`config.mk`:
```
export PLATFORM = sky130hd
export DESIGN_NAME = payload_convergence_mapper
export DESIGN_NICKNAME = d
export VERILOG_FILES = /design/src/logic/subblock_map_pkg.sv /design/src/logic/payload_convergence_mapper.sv /design/src/logic/byte_lsb_serializer.sv
export SDC_FILE = /design/constraint.sdc
export NUM_CORES = 1
export LEC_CHECK = 0
export ABC_AREA = 1
export BUFFER_PORTS_ARGS = -buffer_cell sky130_fd_sc_hd__buf_2
export CORE_MARGIN = 2
export CORE_UTILIZATION = 53
export CTS_BUF_LIST = sky130_fd_sc_hd__clkbuf_4 sky130_fd_sc_hd__clkbuf_8 sky130_fd_sc_hd__clkbuf_16
export DETAILED_ROUTE_END_ITERATION = 8
export GPL_TIMING_DRIVEN = 0
export PLACE_DENSITY = 0.84
export SLEW_MARGIN = 5
export SYNTH_ARGS = -nofsm -noshare
export SYNTH_HDL_FRONTEND = slang
export SYNTH_SLANG_ARGS = --single-unit
export TNS_END_PERCENT = 1
```
`constraint.sdc`:
```
create_clock -name CLOCK_I -period 2.2 [get_ports CLOCK_I]
set_input_delay 0.22 -clock CLOCK_I [delete_from_list [all_inputs] [get_ports CLOCK_I]]
set_output_delay 0.22 -clock CLOCK_I [all_outputs]
set_load 0.05 [all_outputs]
```
`src/logic/subblock_map_pkg.sv`:
```
// Constants and types shared by the payload sub-block mapper files
`default_nettype none
package subblock_map_pkg;

	// ==========================================================
	// Widths
	localparam int SLOT_W = 7; // Byte slot count width
	localparam int POS_W = 9; // Bit position within a sub-block

	// ==========================================================
	// Framing modes
	localparam logic [1:0] MODE_CLR_BIT = 2'h0; // Clear channel bit stream
	localparam logic [1:0] MODE_CLR_BYTE = 2'h1; // Clear channel bytes
	localparam logic [1:0] MODE_T1_UNAL = 2'h2; // Unaligned T1
	localparam logic [1:0] MODE_T1_AL = 2'h3; // Aligned full or partial T1
	// Unframed 2M leased stream is plain clear channel bits
	localparam logic [1:0] MODE_UNSTRUCTURED_2M_LEASED_STREAM = MODE_CLR_BIT;

	// ==========================================================
	// Slot limits and fixed layouts
	localparam logic [SLOT_W-1:0] MIN_SLOTS = 7'h03; // Least slots per pair
	localparam logic [SLOT_W-1:0] MIN_SLOTS_4W = 7'h06; // Least total, two pairs
	localparam logic [SLOT_W-1:0] MAX_CLR_SLOTS = 7'h24; // Clear channel limit
	localparam logic [SLOT_W-1:0] MAX_BYTE_2W = 7'h23; // Byte mode, one pair
	localparam logic [SLOT_W-1:0] MAX_BYTE_4W = 7'h48; // Byte mode total, two pairs
	localparam logic [SLOT_W-1:0] T1_SLOTS = 7'h18; // Full T1 time slots
	localparam logic [2:0] T1_ZBITS = 3'h1; // One framing bit slot
	localparam logic [2:0] NO_ZBITS = 3'h0; // No single-bit slots
	localparam logic [2:0] LAST_BIT = 3'h7; // Last bit of a byte slot
	localparam logic [3:0] BYTE_LEN = 4'h8; // Bits per byte

	// ==========================================================
	// Pair masks on the line side
	localparam logic [1:0] PAIR_ONE = 2'h1;
	localparam logic [1:0] PAIR_TWO = 2'h2;
	localparam logic [1:0] PAIR_BOTH = 2'h3;

	// ==========================================================
	// Mapper states, one-hot
	typedef enum logic [4:0] {
		ST_IDLE = 5'h01, // No session
		ST_HUNT = 5'h02, // Waiting for first T1 framing bit
		ST_FRAME = 5'h04, // Next bit is a framing bit
		ST_RUN = 5'h08, // Mapping payload bits
		ST_FAULT = 5'h10 // Bad setup, waits for deactivation
	} state_e;

endpackage : subblock_map_pkg
`default_nettype wire

```
`src/logic/payload_convergence_mapper.sv`:
```
// Maps user bits, bytes or T1 frames onto line payload sub-blocks
`timescale 1ns/1ps
`default_nettype none
module payload_convergence_mapper
	import subblock_map_pkg::*;
(
	input wire logic CLOCK_I,
	input wire logic RST_I,
	// Session control and setup
	input wire logic ACTIVATE_I, // Pulse: latch setup, start session
	input wire logic DEACTIVATE_I, // Pulse: end session
	input wire logic [1:0] MODE_I,
	input wire logic FOUR_WIRE_I,
	input wire logic [subblock_map_pkg::SLOT_W-1:0] SLOTS_I, // Byte slots, total over both pairs; per pair in clear bit mode
	input wire logic [2:0] ZBITS_I, // Single-bit slots, clear bit mode
	// User bit stream (bit and T1 modes)
	input wire logic USER_BIT_I,
	input wire logic USER_SOF_I, // Marks a T1 framing bit
	input wire logic USER_VALID_I,
	output logic USER_READY_O,
	// User byte stream (byte mode)
	input wire logic [7:0] USER_BYTE_I,
	input wire logic USER_BYTE_VALID_I,
	output logic USER_BYTE_READY_O,
	// Line frame builder side
	input wire logic LINE_READY_I,
	output logic LINE_VALID_O,
	output logic LINE_BIT_O,
	output logic [1:0] LINE_PAIR_O, // Target pairs, one-hot or both
	output logic [subblock_map_pkg::POS_W-1:0] LINE_POS_O, // Bit position
	output logic LINE_SOB_O, // First bit of a sub-block period
	// Status
	output logic [subblock_map_pkg::POS_W-1:0] KS_O, // Payload bits per pair
	output logic CFG_ERR_O,
	output logic SESSION_ACTIVE_O
);

	// ==========================================================
	// State record
	typedef struct packed {
		state_e st; // Session state
		logic [1:0] mode; // Latched framing mode
		logic four; // Latched four-wire choice
		logic [SLOT_W-1:0] npp; // Byte slots per pair
		logic [POS_W-1:0] ks; // Payload bits per pair
		logic [POS_W-1:0] pos; // Linear position, unstructured modes
		logic [2:0] bitn; // Bit within byte slot
		logic [SLOT_W-1:0] slot; // Byte slot per pair
		logic pair; // Current pair, 0 is pair one
		logic err; // Setup refused
		logic o_valid; // Output holding a bit
		logic o_bit;
		logic [1:0] o_pair;
		logic [POS_W-1:0] o_pos;
		logic o_sob;
	} map_s;

	map_s s_reg;
	map_s s_next;

	// ==========================================================
	// Source selection
	logic byte_mode; // Bytes come through the serializer
	logic running; // Session is mapping or hunting
	logic space; // Output stage can take a bit
	logic core_ready; // Mapper can consume a source bit
	logic src_bit; // Selected source bit
	logic src_valid; // Selected source valid
	logic accept; // A source bit is consumed this cycle
	logic ser_bit; // Serializer bit
	logic ser_valid; // Serializer has a bit

	assign byte_mode = (s_reg.mode == MODE_CLR_BYTE);
	assign running = (s_reg.st == ST_HUNT) || (s_reg.st == ST_FRAME) ||
		(s_reg.st == ST_RUN);
	// Line back-pressure reaches the user through this term
	assign space = !s_reg.o_valid || LINE_READY_I;
	assign core_ready = running && space && !DEACTIVATE_I;
	assign src_bit = byte_mode ? ser_bit : USER_BIT_I;
	assign src_valid = byte_mode ? ser_valid : USER_VALID_I;
	assign accept = core_ready && src_valid;
	assign USER_READY_O = core_ready && !byte_mode;

	// Byte stream is split LSB first before mapping
	byte_lsb_serializer u_ser (
		.clk_i(CLOCK_I),
		.rst_i(RST_I),
		.enable_i(running && byte_mode),
		.byte_i(USER_BYTE_I),
		.byte_valid_i(USER_BYTE_VALID_I),
		.byte_ready_o(USER_BYTE_READY_O),
		.take_i(accept && byte_mode),
		.bit_o(ser_bit),
		.bit_valid_o(ser_valid)
	);

	// ==========================================================
	// Next state
	always_comb
	begin
		logic bad; // Setup not supported
		logic [SLOT_W-1:0] npp_new; // Slots per pair from setup
		logic [2:0] zb_new; // Single-bit slots from setup
		logic slotted; // Byte structured layout
		logic lead; // A framing bit leads each sub-block
		logic [POS_W-1:0] pos_now; // Position of the accepted bit
		bad = 1'b0;
		npp_new = SLOTS_I;
		zb_new = NO_ZBITS;
		slotted = (s_reg.mode == MODE_CLR_BYTE) || (s_reg.mode == MODE_T1_AL);
		lead = (s_reg.mode == MODE_T1_AL);
		pos_now = s_reg.pos;
		s_next = s_reg;

		// Setup check, evaluated from the live setup inputs
		case (MODE_I)
			MODE_CLR_BIT:
			begin
				// Any clear payload size within the slot range
				zb_new = ZBITS_I;
				bad = (SLOTS_I < MIN_SLOTS) || (SLOTS_I > MAX_CLR_SLOTS);
			end
			MODE_CLR_BYTE:
			begin
				if (FOUR_WIRE_I)
				begin
					// Total split evenly over two pairs
					npp_new = SLOTS_I >> 1;
					bad = SLOTS_I[0] || (SLOTS_I < MIN_SLOTS_4W) ||
						(SLOTS_I > MAX_BYTE_4W);
				end
				else
				begin
					bad = (SLOTS_I < MIN_SLOTS) || (SLOTS_I > MAX_BYTE_2W);
				end
			end
			MODE_T1_UNAL:
			begin
				// Fixed layout, slot input ignored
				zb_new = T1_ZBITS;
				npp_new = T1_SLOTS;
				bad = FOUR_WIRE_I;
			end
			MODE_T1_AL:
			begin
				zb_new = T1_ZBITS;
				if (FOUR_WIRE_I)
				begin
					// Half the time slots ride on each pair
					npp_new = SLOTS_I >> 1;
					bad = SLOTS_I[0] || (SLOTS_I < MIN_SLOTS_4W) ||
						(SLOTS_I > T1_SLOTS);
				end
				else
				begin
					bad = (SLOTS_I < MIN_SLOTS) || (SLOTS_I > T1_SLOTS);
				end
			end
			default:
			begin
				bad = 1'b1;
			end
		endcase

		// Position of the current bit in its sub-block
		if (slotted)
		begin
			pos_now = POS_W'(lead) + POS_W'({s_reg.slot, 3'h0}) +
				POS_W'(s_reg.bitn);
		end

		// Output stage drains when the builder takes the bit
		if (LINE_READY_I)
		begin
			s_next.o_valid = 1'b0;
		end

		case (s_reg.st)
			ST_IDLE:
			begin
				// Setup is frozen here for the whole session
				if (ACTIVATE_I)
				begin
					s_next.mode = MODE_I;
					s_next.four = FOUR_WIRE_I;
					s_next.npp = npp_new;
					s_next.ks = POS_W'(zb_new) + POS_W'({npp_new, 3'h0});
					s_next.pos = '0;
					s_next.bitn = 3'h0;
					s_next.slot = '0;
					s_next.pair = 1'b0;
					s_next.err = bad;
					if (bad)
					begin
						s_next.st = ST_FAULT;
					end
					else if (MODE_I == MODE_T1_AL)
					begin
						s_next.st = ST_HUNT;
					end
					else
					begin
						s_next.st = ST_RUN;
					end
				end
			end
			ST_HUNT:
			begin
				// Bits before the first framing bit are dropped
				if (accept && USER_SOF_I)
				begin
					s_next.o_valid = 1'b1;
					s_next.o_bit = src_bit;
					s_next.o_pos = '0;
					s_next.o_pair = s_reg.four ? PAIR_BOTH : PAIR_ONE;
					s_next.o_sob = 1'b1;
					s_next.st = ST_RUN;
				end
			end
			ST_FRAME:
			begin
				// Locked clocks put the framing bit here every time
				if (accept)
				begin
					s_next.o_valid = 1'b1;
					s_next.o_bit = src_bit;
					s_next.o_pos = '0;
					s_next.o_pair = s_reg.four ? PAIR_BOTH : PAIR_ONE;
					s_next.o_sob = 1'b1;
					s_next.st = ST_RUN;
				end
			end
			ST_RUN:
			begin
				if (accept)
				begin
					// Bits leave in arrival order, only tagged
					s_next.o_valid = 1'b1;
					s_next.o_bit = src_bit;
					s_next.o_pos = pos_now;
					s_next.o_pair = s_reg.pair ? PAIR_TWO : PAIR_ONE;
					s_next.o_sob = (pos_now == '0) && !s_reg.pair;
					if (slotted)
					begin
						// Byte slots, alternating pairs per byte in four-wire
						s_next.bitn = s_reg.bitn + 3'h1;
						if (s_reg.bitn == LAST_BIT)
						begin
							s_next.bitn = 3'h0;
							if (s_reg.four && !s_reg.pair)
							begin
								s_next.pair = 1'b1;
							end
							else
							begin
								s_next.pair = 1'b0;
								if (s_reg.slot == s_reg.npp - 7'h01)
								begin
									s_next.slot = '0;
									// Aligned frames restart with a framing bit
									s_next.st = lead ? ST_FRAME : ST_RUN;
								end
								else
								begin
									s_next.slot = s_reg.slot + 7'h01;
								end
							end
						end
					end
					else
					begin
						// Contiguous runs; unaligned T1 uses the same path
						if (s_reg.pos == s_reg.ks - 9'h001)
						begin
							s_next.pos = '0;
							s_next.pair = s_reg.four && !s_reg.pair;
						end
						else
						begin
							s_next.pos = s_reg.pos + 9'h001;
						end
					end
				end
			end
			ST_FAULT:
			begin
				// Nothing is mapped until the session is torn down
				s_next.o_valid = 1'b0;
			end
			default:
			begin
				s_next.st = ST_IDLE;
			end
		endcase

		// Ending the session discards any pending bit
		if (DEACTIVATE_I)
		begin
			s_next.st = ST_IDLE;
			s_next.err = 1'b0;
			s_next.o_valid = 1'b0;
		end
	end

	// ==========================================================
	// State register
	always_ff @(posedge CLOCK_I)
	begin
		if (RST_I)
		begin
			s_reg <= '0;
			s_reg.st <= ST_IDLE;
		end
		else
		begin
			s_reg <= s_next;
		end
	end

	// ==========================================================
	// Outputs, all from the state record
	assign LINE_VALID_O = s_reg.o_valid;
	assign LINE_BIT_O = s_reg.o_bit;
	assign LINE_PAIR_O = s_reg.o_pair;
	assign LINE_POS_O = s_reg.o_pos;
	assign LINE_SOB_O = s_reg.o_sob;
	assign KS_O = s_reg.ks;
	assign CFG_ERR_O = s_reg.err;
	assign SESSION_ACTIVE_O = running;

endmodule : payload_convergence_mapper
`default_nettype wire

```
`src/logic/byte_lsb_serializer.sv`:
```
// Byte to bit serializer, least significant bit first
`timescale 1ns/1ps
`default_nettype none
module byte_lsb_serializer
	import subblock_map_pkg::*;
(
	input wire logic clk_i,
	input wire logic rst_i,
	input wire logic enable_i, // Byte mode session running
	input wire logic [7:0] byte_i,
	input wire logic byte_valid_i,
	output logic byte_ready_o,
	input wire logic take_i, // Mapper consumes bit_o
	output logic bit_o,
	output logic bit_valid_o
);

	// ==========================================================
	// State
	typedef struct packed {
		logic [7:0] sh; // Bits still to send, next in bit 0
		logic [3:0] cnt; // Bits remaining
	} ser_s;

	ser_s s_reg;
	ser_s s_next;

	// Accept a new byte when empty or the last bit leaves now
	assign byte_ready_o = enable_i && ((s_reg.cnt == 4'h0) ||
		((s_reg.cnt == 4'h1) && take_i));
	assign bit_o = s_reg.sh[0];
	assign bit_valid_o = (s_reg.cnt != 4'h0);

	// ==========================================================
	// Next state
	always_comb
	begin
		s_next = s_reg;
		// Shift out the low bit first
		if (take_i && bit_valid_o)
		begin
			s_next.sh = {1'b0, s_reg.sh[7:1]};
			s_next.cnt = s_reg.cnt - 4'h1;
		end
		// Fresh byte lands with its LSB ready to go
		if (byte_ready_o && byte_valid_i)
		begin
			s_next.sh = byte_i;
			s_next.cnt = BYTE_LEN;
		end
		// Leftover bits are dropped when the session ends
		if (!enable_i)
		begin
			s_next.cnt = 4'h0;
		end
	end

	// Register the state
	always_ff @(posedge clk_i)
	begin
		if (rst_i)
		begin
			s_reg <= '0;
		end
		else
		begin
			s_reg <= s_next;
		end
	end

endmodule : byte_lsb_serializer
`default_nettype wire

```
; Word-level counts from Yosys, hierarchy flattened
; Index checks and enable logic that the tools add are counted.
[classes]
n_bitwise = 2
addsub = 9
magnitude_cmp = 6
n_div = 0
mul = 0
n_mux = 42
n_eq_ne = 25
reduce_logical = 47
n_shift = 0
[op_table]
columns = cell, n
row1 = $mux W45, 1
row2 = $mux W14, 3
row3 = $mux W5, 8
row4 = $pmux W20 S2, 1
row5 = $pmux W13 S3, 1
row6 = $mux W9, 3
row7 = $pmux W5 S5, 1
row8 = $mux W12, 2
row9 = $mux W7, 3
row10 = $mux W20, 1
row11 = $gt A7 B6 Y1 const B, 2
row12 = $pmux W7 S2, 1
row13 = $logic_and A1 B1 Y1, 13
row14 = $reduce_and A4 Y1, 3
row15 = $logic_or A1 B1 Y1, 11
row16 = $mux W11, 1
row17 = $mux W10, 1
row18 = $ne A2 B2 Y1 const B, 5
row19 = $add A1 B9 Y9, 1
row20 = $add A3 B9 Y9, 1
row21 = $add A9 B1 Y9 const B, 1
row22 = $add A9 B3 Y9, 1
row23 = $eq A9 B9 Y1, 1
row24 = $logic_not A9 Y1, 1
row25 = other kinds (40), 64
[totals]
mem_count = 0
ff_bits = 71
inputBits = 30
ram_bits = 0
output_inout_bits = 27
mem_bits_ro = 0
word_cells = 149
latchBits = 0

; Depth between registers and ports, before layout
[depth]
word_depth = 12
ltp_mapped = 15
mapped_depth_nobuf = 14

; Hierarchy
; Synthesis repeated with hierarchy kept, for this count alone.
[unflattened]
cells_unflattened = 732
hier_area_um2 = 4703.3
[by_module_without_submodules]
columns = module, seq_area_each_um2, cells_per_inst, instances, area_per_inst_um2
row1 = payload_convergence_mapper, 1061.0, 625, 1, 3933.8
row2 = byte_lsb_serializer, 240.2, 107, 1, 769.5

; Least setup slack after synthesis
; No wires, ideal clock.
[synth_timing]
kind = register to register
from = register s_reg[44] in the netlist's numbering
to = register s_reg[56] in the netlist's numbering
required_ns = 2.084
setup_time_ns = 0.116
period_less_slack_ns = 2.088
stages_incl_launch_ff = 11
arrival_ns = 1.972
path_slack_ns = 0.112
n_path_buf = 0
cell_sequence = dfxtp_1 > inv_1 > ha_1 > or2_2 > nand3_1 > nand2_1 > nand3b_1 > o21ai_1 > nand2_1 > o21ai_0 > nor2_1
[synth_between]
elab_chain_cells = 4
[synth_lines]
columns = element, line
row1 = "start, declared", payload_convergence_mapper.sv:58  ; map_s s_reg;
row2 = "start signal, assigned", payload_convergence_mapper.sv:316  ; s_reg <= s_next;
row3 = $sub A7 B1 Y7, payload_convergence_mapper.sv:257  ; if (s_reg.slot == s_reg.npp - 7'h01)
row4 = $eq A7 B7 Y1, payload_convergence_mapper.sv:257
row5 = $ne A2 B1 Y1 (no line), --
row6 = $reduce_and A9 Y1 (no line), --
; No other way between the ends.
; A chain may end at the register's enable or synchronous reset.

; Worst setup path in the final report
[layout_timing]
from = register s_reg[57] in the netlist's numbering
to = output USER_BYTE_READY_O
[layout_between]
elab_chain_cells = 10
word_cells_on_any_way = 13
cone_classes = 3 x eq/ne / 10 x reduce/logical
[layout_lines]
columns = element, line
row1 = $eq A5 B2 Y1 / $eq A5 B3 Y1 (equally long branches), payload_convergence_mapper.sv:74  ; assign running = (s_reg.st == ST_HUNT) || (s_reg.st == ST_FRAME) ||
row2 = $logic_or A1 B1 Y1, payload_convergence_mapper.sv:74
row3 = $logic_or A1 B1 Y1 (*), payload_convergence_mapper.sv:74
row4 = $logic_and A1 B1 Y1 (2 in a row), payload_convergence_mapper.sv:78  ; assign core_ready = running && space && !DEACTIVATE_I;
row5 = $logic_and A1 B1 Y1, payload_convergence_mapper.sv:81  ; assign accept = core_ready && src_valid;
row6 = $logic_and A1 B1 Y1, payload_convergence_mapper.sv:92  ; .take_i(accept && byte_mode),
row7 = $logic_and A1 B1 Y1, byte_lsb_serializer.sv:30  ; ((s_reg.cnt == 4'h1) && take_i));
row8 = $logic_or A1 B1 Y1, byte_lsb_serializer.sv:29  ; assign byte_ready_o = enable_i && ((s_reg.cnt == 4'h0) ||
row9 = $logic_and A1 B1 Y1 (*), byte_lsb_serializer.sv:29
row10 = "end, declared", payload_convergence_mapper.sv:24  ; output logic USER_BYTE_READY_O,
; Mark *: on every way between the ends. The rest lies on a longest branch, timed or not.

==> run_summary.xml <==
<?xml version="1.0" encoding="UTF-8"?>
<metrics>
  <group name="global_routing">
    <metric name="grt_start_max_net_pins" unit="">12</metric>
    <metric name="wire_length_of_the_first_global_routing_pass" unit="mm">19.7</metric>
    <metric name="via_count_of_the_first_global_routing_pass" unit="">4307</metric>
    <metric name="global_route.overflow_total" unit="">0</metric>
    <metric name="initial_antenna_violation_count" unit="">0</metric>
    <metric name="grt_usage" unit="">0.280</metric>
  </group>
  <group name="sta">
    <metric name="layout_worst_path_cycle_share" unit="">0.987</metric>
    <metric name="rsz0062_at_grt" unit="">true</metric>
    <metric name="maxSlewViolCount" unit="">0</metric>
    <metric name="fmax" unit="GHz">0.460</metric>
    <metric name="fin_tns_setup" unit="ps">0</metric>
    <metric name="final_hold_viol_count" unit="">0</metric>
    <metric name="min_period" unit="ps">2170</metric>
    <metric name="fin_skew" unit="ps">12.4</metric>
    <metric name="worst-slew-pin-transition" unit="ps">654</metric>
    <metric name="timing.max_slew.rel_slack" unit="">0.562</metric>
    <metric name="setup_violations" unit="">0</metric>
  </group>
  <group name="clock_tree">
    <metric name="tritoncts_num_sinks" unit="">65</metric>
    <metric name="ctsHtreeMaxLevel" unit="">3</metric>
    <metric name="clock_insertion_delay_worst_skew" unit="ps">360</metric>
    <metric name="cts_max_path_buffers" unit="">2</metric>
    <metric name="clock_tree_from_tritoncts" unit="">yes</metric>
    <metric name="cts.hold.buffers_added" unit="">0</metric>
    <metric name="number_of_buffers_created_by_cts" unit="">9</metric>
    <metric name="clock_tree.root_cell" unit="">clkbuf_8</metric>
    <metric name="clkSlewWorstSetupHoldPaths" unit="ps">80</metric>
  </group>
  <group name="worst_setup_path">
    <metric name="crit_path_end_kind" unit="">output port</metric>
    <metric name="worstSetupStartpointType" unit="">flip-flop</metric>
    <metric name="worst-endpoint-arrival" unit="ps">1950</metric>
    <metric name="reg2reg_depth" unit="">10</metric>
    <metric name="critical_path.cell_chain" unit="">inv_2 &gt; nor2_1 &gt; nand3_2 &gt; nand3_4 &gt; inv_1 &gt; nor2_4 &gt; and2_1 &gt; clkbuf_4</metric>
    <metric name="timing_worst_setup_path_type" unit="">reg -&gt; out</metric>
    <metric name="worstPathMaxFanout" unit="">8</metric>
    <metric name="crit_slowest_cell" unit="">dfxtp_1</metric>
    <metric name="critPathRequiredTime" unit="ps">1980</metric>
    <metric name="max_stage_delay" unit="ps">390</metric>
  </group>
  <group name="synthesis">
    <metric name="syn-cell-area" unit="um2">4320</metric>
    <metric name="post_synth_inst_count" unit="">679</metric>
    <metric name="yosys.area.top_type_share" unit="">0.301</metric>
    <metric name="yosys_warnings" unit="">0</metric>
    <metric name="netlist_top_cells_area" unit="">dfxtp_1 (30%), nand2_1 (15%), nor2_1 (7.2%)</metric>
    <metric name="seq_area_frac_synth" unit="">0.301</metric>
    <metric name="ys_async_rst_share" unit="">0</metric>
    <metric name="synth_seq_cells" unit="">65</metric>
    <metric name="syn_area_per_cell" unit="um2">6.36</metric>
    <metric name="distinct_cells_synth" unit="">39</metric>
    <metric name="syn-num-nets" unit="">720</metric>
    <metric name="netlist.top_cell.by_area" unit="">dfxtp_1</metric>
    <metric name="synth_edf_count" unit="">0</metric>
    <metric name="synth_ff_type" unit="">dfxtp_1</metric>
  </group>
  <group name="routing">
    <metric name="detail_route.first_pass.iterations" unit="">8</metric>
    <metric name="antenna_violating_nets_post_route" unit="">0</metric>
    <metric name="route.detailed.wl_per_inst" unit="um">13.9</metric>
    <metric name="drt_wl_total" unit="mm">12.0</metric>
    <metric name="vias_per_cell" unit="">5.45</metric>
    <metric name="detailedRoute.firstIterationViolations" unit="">422</metric>
    <metric name="drc_errors" unit="">0</metric>
    <metric name="route.vias.total" unit="">4713</metric>
  </group>
  <group name="outcome">
    <metric name="run_status" unit="">finished clean</metric>
  </group>
  <group name="worst_hold_path">
    <metric name="holdPathStages" unit="">3</metric>
    <metric name="hold_class" unit="">in -&gt; reg</metric>
  </group>
  <group name="placed_design">
    <metric name="gp_congestion" unit="">0.909</metric>
    <metric name="hpwlAfterDp" unit="mm">8.77</metric>
    <metric name="port-buffer-count" unit="">56</metric>
    <metric name="dp.cells" unit="">837</metric>
  </group>
  <group name="power_and_ir_drop">
    <metric name="power.internal" unit="mW">2.08</metric>
    <metric name="p_sw_frac" unit="">0.343</metric>
    <metric name="cellLeakagePower" unit="nW">2.37</metric>
    <metric name="comb_power_share" unit="">0.259</metric>
    <metric name="total_power" unit="mW">3.17</metric>
    <metric name="power.net_switching" unit="mW">1.09</metric>
    <metric name="vdd_ir_drop_max" unit="uV">318</metric>
    <metric name="power_frac_seq" unit="">0.408</metric>
    <metric name="power.density" unit="nW/um2">613</metric>
    <metric name="p_clk_frac" unit="">0.332</metric>
  </group>
  <group name="cells_and_area">
    <metric name="ff_latch_area" unit="um2">1310</metric>
    <metric name="nFillCells" unit="">679</metric>
    <metric name="num_antenna_cells" unit="">0</metric>
    <metric name="multi_input_area" unit="um2">2630</metric>
    <metric name="drive_above_1_share" unit="">0.211</metric>
    <metric name="area_growth_syn_to_layout" unit="%">19.7</metric>
    <metric name="final_nets" unit="">799</metric>
    <metric name="final_common_cell" unit="">nand2_1</metric>
    <metric name="mostFrequentLayoutCells" unit="">nand2_1 (169), nor2_1 (76), inv_1 (71)</metric>
    <metric name="layout_cells_excl_fill" unit="">865</metric>
    <metric name="largest_reg_flops" unit="">35</metric>
  </group>
  <group name="floorplanning">
    <metric name="num_rows" unit="">32</metric>
    <metric name="die_width" unit="um">94.3</metric>
    <metric name="floorplan.initialDensity" unit="">0.553</metric>
    <metric name="die-height" unit="um">94.3</metric>
    <metric name="die-area" unit="um2">8890</metric>
    <metric name="core_area" unit="um2">7810</metric>
    <metric name="ios" unit="">57</metric>
  </group>
  <group name="job">
    <metric name="max-cap-violations" unit="">0</metric>
  </group>
</metrics>
-- stage by stage --
stage | cell area [um2] | setup slack [ps] | util | hold slack, ps
after global routing | 5170 | -84.0 | 0.662 | 153
after CTS | 4980 | 4.74 | 0.638 | 129
after global placement | 4730 | -427 | 0.606 | 452
after detailed placement | 4730 | -468 | 0.606 | 457
after floorplan | 4320 | 112 | - | 357
final | 5170 | 27.6 | 0.662 | 138
-- final cells by class --
class,count,share of cell area
well taps,102,0.0247
clock inverters,5,0.0106
inverters,79,0.0588
plain buffers,34,0.0428
multi-input cells,501,0.509
clock buffers,11,0.0281
flip-flops and latches,65,0.254
repair buffers,68,0.0721
-- worst paths after layout --
path / start / slack [ps] / to
max: s_reg[57]$_SDFFE_PP0P_ / 30 / USER_BYTE_READY_O
min: USER_BYTE_I[7] / 140 / u_ser.s_reg[11]$_SDFFE_PP0P_
max reg2reg: s_reg[44]$_SDFFE_PP0P_ / 60 / s_reg[56]$_SDFFE_PP0P_
min reg2reg: CFG_ERR_O$_SDFFE_PP0P_ / 470 / CFG_ERR_O$_SDFFE_PP0P_
-- routing by layer --
metal / routed length [um] / global-route usage / vias up
li1: - / - / 2350
met1: 5150 / 0.358 / 2137
met2: 5860 / 0.473 / 195
met3: 788 / 0.0490 / 31
met4: 244 / 0.0978 / 0
met5: 0 / 0 / -
-- power groups by stage --
stage	clock network (mW)	logic (mW)	registers [mW]
floorplan	0	0.578	1.30
global placement	0	0.729	1.32
detailed placement	0	0.750	1.32
CTS	1.06	0.768	1.29
global route	1.10	0.911	1.30
finish	1.05	0.822	1.29
-- kinds of logic after synthesis --
kind of cell               count (synthesis)  share of synthesized area
AOI/OAI and AO/OA                        116                      0.149
and+or+nand+nor                          348                      0.348
adders and majority gates                 11                     0.0319
DFF                                       65                      0.301
xor gates and xnor gates                  26                     0.0527
buffers and inverters                    113                      0.117
-- critical path: cells and delay by family, from the launching register on --
family	cells	cell delay (ps)
simple gates	5	810
flops	1	390
buf+inv	3	400
-- synth_stat cells (all sizes together) (10+ instances only) --
master / count
xor2: 14
nand4: 14
dfxtp: 65
nor2: 88
ha: 11
nand2: 179
inv: 78
clkbuf: 10
nand3: 46
o21ai: 45
xnor2: 12
a21oi: 49
buf: 24
-- what timing repair did --
item                       4_1_cts  5_1_grt
resized for setup               13       38
setup endpoints to repair       18       40
pin swaps                        2        6
setup buffers                    1       11
Power figures use the tool's default switching activity.
